<file path="config.mk">
export PLATFORM = sky130hd
export DESIGN_NAME = pcrb_register_bank
export DESIGN_NICKNAME = d
export VERILOG_FILES = /design/src/hw/pcrb_pkg.sv /design/src/hw/pcrb_register_bank.sv
export VERILOG_INCLUDE_DIRS = /design/src /design/src/hw
export SDC_FILE = /design/constraint.sdc
export NUM_CORES = 1
export LEC_CHECK = 0
export BUFFER_PORTS_ARGS = -buffer_cell sky130_fd_sc_hd__buf_2
export CAP_MARGIN = 20
export CORE_ASPECT_RATIO = 1.25
export CORE_UTILIZATION = 47
export DETAILED_ROUTE_END_ITERATION = 6
export GPL_ROUTABILITY_DRIVEN = 0
export PLACE_DENSITY = 0.75
export SYNTH_ARGS = -nofsm -noshare
export SYNTH_HDL_FRONTEND = slang
export SYNTH_SLANG_ARGS = --single-unit
</file>
<file path="constraint.sdc">
create_clock -name clk -period 1.9 [get_ports clk]
set_input_delay 0.38 -clock clk [delete_from_list [all_inputs] [get_ports clk]]
set_output_delay 0.38 -clock clk [all_outputs]
set_load 0.005 [all_outputs]
</file>
<file path="src/hw/pcrb_params.svh">
// Constants for the power module configuration register bank
`ifndef PCRB_PARAMS_SVH
`define PCRB_PARAMS_SVH

// ----------------------------------------------------------------------------
// Command codes
// ----------------------------------------------------------------------------
`define PCRB_CMD_PROTOCOL_REVISION 8'h98
`define PCRB_CMD_LOOP_COMP_CTRL    8'hD0
`define PCRB_CMD_OUTPUT_BEHAVIOR   8'hD1

// ----------------------------------------------------------------------------
// Revision byte: part one and part two, both revision 1.3
// ----------------------------------------------------------------------------
`define PCRB_REV_PART_ONE 4'h3
`define PCRB_REV_PART_TWO 4'h3

// ----------------------------------------------------------------------------
// Loop compensation fields
// ----------------------------------------------------------------------------
`define PCRB_COMP_FFCAP_BIT   4
`define PCRB_COMP_RAMP_MSB    3
`define PCRB_COMP_RAMP_LSB    1
`define PCRB_COMP_SLAVE_BIT   0

// ----------------------------------------------------------------------------
// Output behaviour fields
// ----------------------------------------------------------------------------
`define PCRB_VOUT_DISCH_BIT   6
`define PCRB_VOUT_PGD_MSB     5
`define PCRB_VOUT_PGD_LSB     2
`define PCRB_VOUT_FBDIV_MSB   1
`define PCRB_VOUT_FBDIV_LSB   0
`define PCRB_FBDIV_EXTERNAL   2'h0

// ----------------------------------------------------------------------------
// Power-good delay in ms: code plus offset, top code wraps to the shortest
// ----------------------------------------------------------------------------
`define PCRB_PGD_OFFSET_MS    5'h02
`define PCRB_PGD_TOP_CODE     4'hF
`define PCRB_PGD_TOP_MS       5'h01

// ----------------------------------------------------------------------------
// Ramp amplitude in units of 0.1 mV
// ----------------------------------------------------------------------------
`define PCRB_RAMP_S0 10'h038
`define PCRB_RAMP_S1 10'h062
`define PCRB_RAMP_S2 10'h0B4
`define PCRB_RAMP_S3 10'h12C
`define PCRB_RAMP_S4 10'h055
`define PCRB_RAMP_S5 10'h097
`define PCRB_RAMP_S6 10'h10E
`define PCRB_RAMP_S7 10'h1B8
`define PCRB_RAMP_M0 10'h056
`define PCRB_RAMP_M1 10'h096
`define PCRB_RAMP_M2 10'h10E
`define PCRB_RAMP_M3 10'h1C2
`define PCRB_RAMP_M4 10'h082
`define PCRB_RAMP_M5 10'h0E6
`define PCRB_RAMP_M6 10'h19A
`define PCRB_RAMP_M7 10'h2A8

`define PCRB_RESET_BYTE 8'h00

`endif

</file>
<file path="src/hw/pcrb_pkg.sv">
// Types shared by the configuration register bank
package pcrb_pkg;

  // --------------------------------------------------------------------------
  // Command request and answer
  // --------------------------------------------------------------------------
  typedef struct packed {
    logic       valid;
    logic       write;
    logic [7:0] code;
    logic [7:0] data;
  } pcrb_req_t;

  typedef struct packed {
    logic       valid;
    logic       error;
    logic [7:0] data;
  } pcrb_resp_t;

endpackage

</file>
<file path="src/hw/pcrb_register_bank.sv">
// Configuration and revision registers of the power module command layer
`timescale 1ns/10ps
`default_nettype none
`include "pcrb_params.svh"

// Overview of operation
// - Revision register is read with read byte; one data byte answers.
// - Revision upper nibble always reads 0011 for part one, revision 1.3.
// - Revision lower nibble always reads 0011 for part two, revision 1.3.
// - Compensation bit 4 picks feed-forward capacitor: 0 is 20pF, 1 is 50pF.
// - Compensation bits 3..1 pick single-phase ramp from 5.6 to 44 mV.
// - With multi-phase set, ramp codes pick 8.6 to 68 mV after the first enabled clock; reset loads the single-phase value.
// - Compensation bit 0 low enables slave-phase fault detection, high disables.
// - Reserved bits of both control registers store and return written values.
// - Output bit 6 high discharges output at control-pin low or off command.
// - Output bits 5..2 set power-good delay: 2, 3 ... 16 ms, top code 1 ms.
// - Output bits 1..0 pick external divider or one of three internal ranges.
module pcrb_register_bank #(
  parameter logic [7:0] COMP_RESET = `PCRB_RESET_BYTE,
  parameter logic [7:0] VOUT_RESET = `PCRB_RESET_BYTE
) (
  input  wire logic               clk,
  input  wire logic               nrst,
  input  wire logic               ce,
  input  wire pcrb_pkg::pcrb_req_t req,
  input  wire logic               multiPhase,
  input  wire logic               ctrlPinLow,
  input  wire logic               offCommand,
  output var  pcrb_pkg::pcrb_resp_t resp,
  output var  logic               feedforwardCapSelect,
  output var  logic [2:0]         rampCode,
  output var  logic [9:0]         rampAmplitude,
  output var  logic               slaveFaultDetectEnable,
  output var  logic               outputDischargeEnable,
  output var  logic               dischargeActive,
  output var  logic [3:0]         powerGoodDelayCode,
  output var  logic [4:0]         powerGoodDelayMs,
  output var  logic [1:0]         feedbackDividerSelect,
  output var  logic               internalDividerSelected
);

  // --------------------------------------------------------------------------
  // Lookup functions
  // --------------------------------------------------------------------------
  // Ramp amplitude in 0.1 mV for a code and phase mode
  function automatic logic [9:0] rampLookup(input logic [2:0] code, input logic multi);
    logic [9:0] val;
    val = `PCRB_RAMP_S0;
    case ({multi, code})
      4'h0:    val = `PCRB_RAMP_S0;
      4'h1:    val = `PCRB_RAMP_S1;
      4'h2:    val = `PCRB_RAMP_S2;
      4'h3:    val = `PCRB_RAMP_S3;
      4'h4:    val = `PCRB_RAMP_S4;
      4'h5:    val = `PCRB_RAMP_S5;
      4'h6:    val = `PCRB_RAMP_S6;
      4'h7:    val = `PCRB_RAMP_S7;
      4'h8:    val = `PCRB_RAMP_M0;
      4'h9:    val = `PCRB_RAMP_M1;
      4'hA:    val = `PCRB_RAMP_M2;
      4'hB:    val = `PCRB_RAMP_M3;
      4'hC:    val = `PCRB_RAMP_M4;
      4'hD:    val = `PCRB_RAMP_M5;
      4'hE:    val = `PCRB_RAMP_M6;
      4'hF:    val = `PCRB_RAMP_M7;
      default: val = `PCRB_RAMP_S0;
    endcase
    return val;
  endfunction

  // Power-good delay in ms for a code
  function automatic logic [4:0] pgDelayLookup(input logic [3:0] code);
    logic [4:0] ms;
    ms = `PCRB_PGD_TOP_MS;
    if (code == `PCRB_PGD_TOP_CODE) begin
      ms = `PCRB_PGD_TOP_MS;
    end else begin
      ms = {1'b0, code} + `PCRB_PGD_OFFSET_MS;
    end
    return ms;
  endfunction

  // --------------------------------------------------------------------------
  // State
  // --------------------------------------------------------------------------
  logic [7:0]           comp_reg;
  logic [7:0]           comp_next;
  logic [7:0]           vout_reg;
  logic [7:0]           vout_next;
  pcrb_pkg::pcrb_resp_t resp_reg;
  pcrb_pkg::pcrb_resp_t resp_next;
  logic [9:0]           ramp_reg;
  logic [9:0]           ramp_next;
  logic                 disch_reg;
  logic                 disch_next;
  logic                 slave_reg;
  logic                 slave_next;
  logic [4:0]           pgms_reg;
  logic [4:0]           pgms_next;
  logic                 intdiv_reg;
  logic                 intdiv_next;
  logic                 reqTaken;

  assign reqTaken = ce & req.valid;

  // Command decode, register update and answer byte
  always_comb begin
    comp_next = comp_reg;
    vout_next = vout_reg;
    resp_next = '0;
    if (reqTaken) begin
      resp_next.valid = 1'b1;
      case (req.code)
        `PCRB_CMD_PROTOCOL_REVISION: begin
          if (req.write) begin
            resp_next.error = 1'b1;
          end else begin
            resp_next.data = {`PCRB_REV_PART_ONE, `PCRB_REV_PART_TWO};
          end
        end
        `PCRB_CMD_LOOP_COMP_CTRL: begin
          if (req.write) begin
            comp_next = req.data; // all eight bits kept
          end else begin
            resp_next.data = comp_reg;
          end
        end
        `PCRB_CMD_OUTPUT_BEHAVIOR: begin
          if (req.write) begin
            vout_next = req.data; // all eight bits kept
          end else begin
            resp_next.data = vout_reg;
          end
        end
        default: begin
          resp_next.error = 1'b1;
        end
      endcase
    end
  end

  // Derived controls follow the new register contents
  always_comb begin
    ramp_next  = rampLookup(comp_next[`PCRB_COMP_RAMP_MSB:`PCRB_COMP_RAMP_LSB], multiPhase);
    disch_next = vout_next[`PCRB_VOUT_DISCH_BIT] & (ctrlPinLow | offCommand);
    // Decoded views are registered so every output leaves a flip-flop
    slave_next  = ~comp_next[`PCRB_COMP_SLAVE_BIT]; // low bit enables
    pgms_next   = pgDelayLookup(vout_next[`PCRB_VOUT_PGD_MSB:`PCRB_VOUT_PGD_LSB]);
    intdiv_next = (vout_next[`PCRB_VOUT_FBDIV_MSB:`PCRB_VOUT_FBDIV_LSB] != `PCRB_FBDIV_EXTERNAL);
  end

  // Registers; clock enable freezes everything
  always_ff @(posedge clk or negedge nrst) begin
    if (!nrst) begin
      comp_reg  <= COMP_RESET;
      vout_reg  <= VOUT_RESET;
      resp_reg  <= '0;
      ramp_reg  <= rampLookup(COMP_RESET[`PCRB_COMP_RAMP_MSB:`PCRB_COMP_RAMP_LSB], 1'b0);
      disch_reg <= 1'b0;
      slave_reg  <= ~COMP_RESET[`PCRB_COMP_SLAVE_BIT];
      pgms_reg   <= pgDelayLookup(VOUT_RESET[`PCRB_VOUT_PGD_MSB:`PCRB_VOUT_PGD_LSB]);
      intdiv_reg <= (VOUT_RESET[`PCRB_VOUT_FBDIV_MSB:`PCRB_VOUT_FBDIV_LSB] != `PCRB_FBDIV_EXTERNAL);
    end else if (ce) begin
      comp_reg  <= comp_next;
      vout_reg  <= vout_next;
      resp_reg  <= resp_next;
      ramp_reg  <= ramp_next;
      disch_reg <= disch_next;
      slave_reg  <= slave_next;
      pgms_reg   <= pgms_next;
      intdiv_reg <= intdiv_next;
    end
  end

  // --------------------------------------------------------------------------
  // Outputs
  // --------------------------------------------------------------------------
  // Field views of the stored registers
  assign resp                    = resp_reg;
  assign feedforwardCapSelect    = comp_reg[`PCRB_COMP_FFCAP_BIT];
  assign rampCode                = comp_reg[`PCRB_COMP_RAMP_MSB:`PCRB_COMP_RAMP_LSB];
  assign rampAmplitude           = ramp_reg;
  assign slaveFaultDetectEnable  = slave_reg; // low bit enables
  assign outputDischargeEnable   = vout_reg[`PCRB_VOUT_DISCH_BIT];
  assign dischargeActive         = disch_reg;
  assign powerGoodDelayCode      = vout_reg[`PCRB_VOUT_PGD_MSB:`PCRB_VOUT_PGD_LSB];
  assign powerGoodDelayMs        = pgms_reg;
  assign feedbackDividerSelect   = vout_reg[`PCRB_VOUT_FBDIV_MSB:`PCRB_VOUT_FBDIV_LSB];
  assign internalDividerSelected = intdiv_reg;
endmodule
`default_nettype wire

</file>
# After elaboration in Yosys (flattened, before gate mapping)

Memories as Yosys holds them, arrays and structs flattened. A register that Yosys moved wholly into a read port is not among the register bits.
Cells that the tools add are included.

Add/sub/neg operators: 1
Equal/unequal tests: 4
Mux-type cells: 14
Bitwise logic cells: 4
Reductions and logical operators: 5

Operator list:

| kind                                         | number |
|---|---|
| == test 8 bit (second input constant)        | 3 |
| case mux 8 bit (3 select lines)              | 1 |
| two-way mux 7 bit                            | 3 |
| two-way mux 8 bit                            | 2 |
| two-way mux 4 bit                            | 3 |
| two-way mux 10 bit                           | 1 |
| AND reduction 4 bit                          | 2 |
| two-way mux 6 bit                            | 1 |
| adder 4 x 2 -> 5 bit (second input constant) | 1 |
| two-way mux 5 bit                            | 1 |
| == test 4 bit (second input constant)        | 1 |
| AND 1 bit                                    | 2 |
| case mux 1 bit (2 select lines)              | 1 |
| nonzero test 2 bit                           | 1 |
| OR reduction 2 bit                           | 1 |
| zero test 1 bit                              | 1 |
| two-way mux 1 bit                            | 1 |
| inverter 1 bit                               | 1 |
| OR 1 bit                                     | 1 |

Flip-flop bits (word level): 34
ROM bits: 160
Bits of input ports: 24
Output and inout bits: 39
Logic and storage cells: 40
Memories: 1

Memory list:

| memory           | words | bits a word | read ports | clocked after memory_dff | wr ports | RTL line                 | RTL |
|---|---|---|---|---|---|---|---|
| (name not given) | 16    | 10          | 1          | 1                        | 0        | pcrb_register_bank.sv:49 | `case ({multi, code})` |

# Logic depth before layout (Yosys ltp)

Depth in word-level cells: 5
Gate-level depth with buffers: 9
Mapped depth without buffers: 9

# Worst setup path before layout

No wires, ideal clock.

Path kind: input port to flip-flop
Start: input req[10] (netlist name)
End: register ramp_reg[8] (netlist: rampAmplitude[8])
Setup time: 126 ps
Arrival: 2204 ps
Required time: 1774 ps
Slack: -430 ps
Stages on the path: 7
Path buffers: 0
Path through: and4bb_4 nand4b_4 mux2i_1 inv_1 ha_1 o21a_1 a221o_1

Longest elaborated chain between the ends: 3

Ends and longest elaborated chain:

| element                | RTL line                  | RTL |
|---|---|---|
| start, declared        | pcrb_register_bank.sv:25  | `input wire pcrb_pkg::pcrb_req_t req,` |
| == test 8 bit          | pcrb_register_bank.sv:113 | `case (req.code)` |
| two-way mux 4 bit      | pcrb_register_bank.sv:113 |  |
| two-way mux 4 bit      | pcrb_register_bank.sv:111 | `if (reqTaken) begin` |
| named net comp_next[1] | pcrb_register_bank.sv:87  | `logic [7:0] comp_next;` |
| end, declared          | pcrb_register_bank.sv:92  | `logic [9:0] ramp_reg;` |

The timed path passes the listed nets, and every way through them passes these cells.
A chain may end at the register's enable or synchronous reset.

# Worst setup path after layout

Start: input req[11] (netlist name)
End: register ramp_reg[8] (netlist: rampAmplitude[8])

The elaborated chain is that of the path after synthesis.

==> results.json <==
{
  "status": "finished, final reports clean",
  "fmax_ghz": 0.5276,
  "root_buffer": "clkbuf_8",
  "grt_usage_pct": 21.86,
  "synth_cells": 211,
  "final-hold-violation-count": 0,
  "ys_warn_count": 0,
  "fillerInstances": 411,
  "pin_count": 63,
  "chipWidth_um": 65.24,
  "synth_area_um2": 2350,
  "dieArea_um2": 5288,
  "rsz0062_at_grt": "true",
  "synth_ff_type": "dfrtp_1",
  "arrival_ps": 2080,
  "power_w": 0.001912,
  "worstHoldPathType": "input pin to asynchronous set/reset pin",
  "post-dp-hpwl_mm": 4.010,
  "cap_violations": 0,
  "grt_pass1_wl_mm": 8.673,
  "layout-drive-gt1-share_pct": 47.96,
  "syn_nets": 242,
  "path_cells": "buf_6, and4bb_4, nand4b_4, mux2i_4, inv_2, ha_4, o21a_1, a221o_1",
  "setup_viol": 0,
  "p_leak_nw": 1.568,
  "clk_latency_ps": 310,
  "rows": 28,
  "min_period_ps": 1895,
  "cts_buffer_depth": 2,
  "antenna_cells": 0,
  "postRouteAntennaNets": 0,
  "clkSlewWorstSetupHoldPaths_ps": 90,
  "worst_pin_slew_ps": 560.1,
  "area_growth_pct": 30.14,
  "die_h_um": 81.06,
  "yosysSeqAreaShare_pct": 47.12,
  "p_per_area_nw_per_um2": 625.2,
  "drt_iter0_drc": 137,
  "cts_hold_buf": 0,
  "drtPass1Iterations": 4,
  "worstPathRequired_ps": 2090,
  "path_max_fanout": 4,
  "core_um2": 4765,
  "setup_tns_ps": 0,
  "io_buffers": 62,
  "wirelength_mm": 5.645,
  "ys_ff_latch": 44,
  "startpoint_type": "input pin",
  "syn_avg_cell_area_um2": 11.14,
  "slew_violations": 0,
  "cts_sinks": 44,
  "cts_max_level": 2,
  "numCtsBuffers": 5,
  "irDropWorstVdd_v": 0.0004056,
  "fin_nets": 324,
  "finalCritPeriodShare_pct": 99.75,
  "tritoncts": "built",
  "drc": 0,
  "grt_max_degree": 45,
  "grt_overflow": 0,
  "wl_per_cell_um": 15.95,
  "fin_skew_ps": 9.062,
  "antenna_found_initial": 0,
  "start_util_pct": 49.32,
  "grt_pass1_vias": 1862,
  "end_kind": "flip-flop",
  "async_flop_share_pct": 100.0,
  "post_drt_via_cell_ratio": 5.469,
  "cp_slowest_stage_delay_ps": 360,
  "synth.distinct_cells": 47,
  "slew_headroom_pct": 62.66,
  "slowest_stage": "and4bb_4",
  "path_class": "input pin to flip-flop",
  "vias": 1936,
  "synth_edf_count": 0
}
==> repair_timing <==
action,CTS,global route
pin swaps,1,8
endpoints found under the setup margin,2,8
gates resized for setup,0,6
gates cloned,0,0
buffers inserted,0,5
==> worst max-delay path: cells and delay by family <==
| family | cells | cell delay, ps |
|---|---|---|
| fa+ha+maj | 1 | 180 |
| buf+inv | 2 | 200 |
| mux | 1 | 290 |
| compound gates | 2 | 500 |
| simple gates | 2 | 530 |
==> cells in the mapped netlist (5+ instances only) <==
cell type / instances / area share (%)
buf_4: 9 / 2.9
clkbuf_1: 6 / 0.96
dfrtp_1: 39 / 42
dfstp_2: 5 / 5.6
ha_1: 7 / 3.7
inv_1: 13 / 2.1
mux2_2: 17 / 8.1
mux2i_1: 9 / 3.8
nand2_1: 13 / 2.1
nor2_1: 10 / 1.6
nor2b_1: 5 / 1.3
o21ai_0: 8 / 1.7
o2bb2ai_1: 9 / 3.4
o31ai_1: 5 / 1.6
==> cell type report <==
cell class                      count  area, um^2  area share (%)
Clock buffer                        6       72.57           2.373
Clock inverter                      2       35.03           1.146
Inverter                           15       56.30           1.841
Multi-Input combinational cell    134        1144           37.40
Sequential cell                    44        1107           36.21
Tap cell                           60       75.07           2.455
Timing Repair Buffer               93       568.0           18.58
==> through the flow <==
step           utilization (%)  area, um^2  hold slack, ps  setup WS (ps)  cells
6_report                 64.18        3058           140.6          4.688    354
3_3_place_gp             60.03        2860           463.0         -262.9    341
3_5_place_dp             60.03        2860           471.3         -334.3    341
5_1_grt                  64.18        3058           187.6         -44.06    354
2_1_floorplan                -        2396           84.41         -133.9    211
4_1_cts                  62.29        2968           167.1         -7.804    349
==> layout by cell type, fill, tap and decap left out, types with 3 or more instances in the layout <==
cell type  count
a221oi_1       4
o2bb2ai_1      9
inv_1         11
nor2_1        10
nor2b_1        5
buf_4         30
a22oi_1        4
dfrtp_1       39
mux2i_4        3
a211oi_2       3
o21ai_0        7
nor3_1         3
mux2_2        17
a211o_1        3
inv_2          4
o31ai_1        5
nand2_1       13
mux2i_1        7
dfstp_2        5
clkbuf_8       5
and3_1         4
a21oi_1        3
ha_4           3
buf_2         60
==> cells by family (layout without fill, tap and decap cells) <==
kind of cell / Yosys count / in the layout / synth area share [%]
mux: 27 / 27 / 12.94
fa+ha+maj: 7 / 7 / 3.727
xor+xnor: 2 / 2 / 0.7456
buf+inv: 33 / 116 / 7.082
compound gates: 51 / 51 / 16.72
flops: 44 / 44 / 47.12
simple gates: 47 / 47 / 11.66
==> power breakdown <==
part	total (W)	internal [W]	switching (W)
Combinational	0.000206	0.0000937	0.000112
Clock	0.000718	0.000390	0.000328
Sequential	0.000987	0.000970	0.0000175
Total	0.00191	0.00145	0.000458
==> worst paths after layout <==
check | start | to | slack (ps) | cells after the start
setup reg to reg | comp_reg[1] | rampAmplitude[8] | 270 | 5
setup / recovery | req[11] | rampAmplitude[8] | 5 | 8
hold reg to reg | powerGoodDelayMs[3] | powerGoodDelayMs[3] | 490 | 2
max in group asynchronous | nrst | rampAmplitude[4] | 1370 | 2
min in group clk | req[7] | comp_reg[7] | 330 | 2
hold / removal | nrst | powerGoodDelayMs[2] | 140 | 2
==> metal layers <==
metal,global-route usage (%),share of wire [%],vias to the layer above
met4,9.130,1.2,0
met5,0,0,-
met1,26.36,42,954
li1,-,-,918
met3,4.775,4.8,5
met2,37.42,52,59
(Power assumes the default switching activity.)
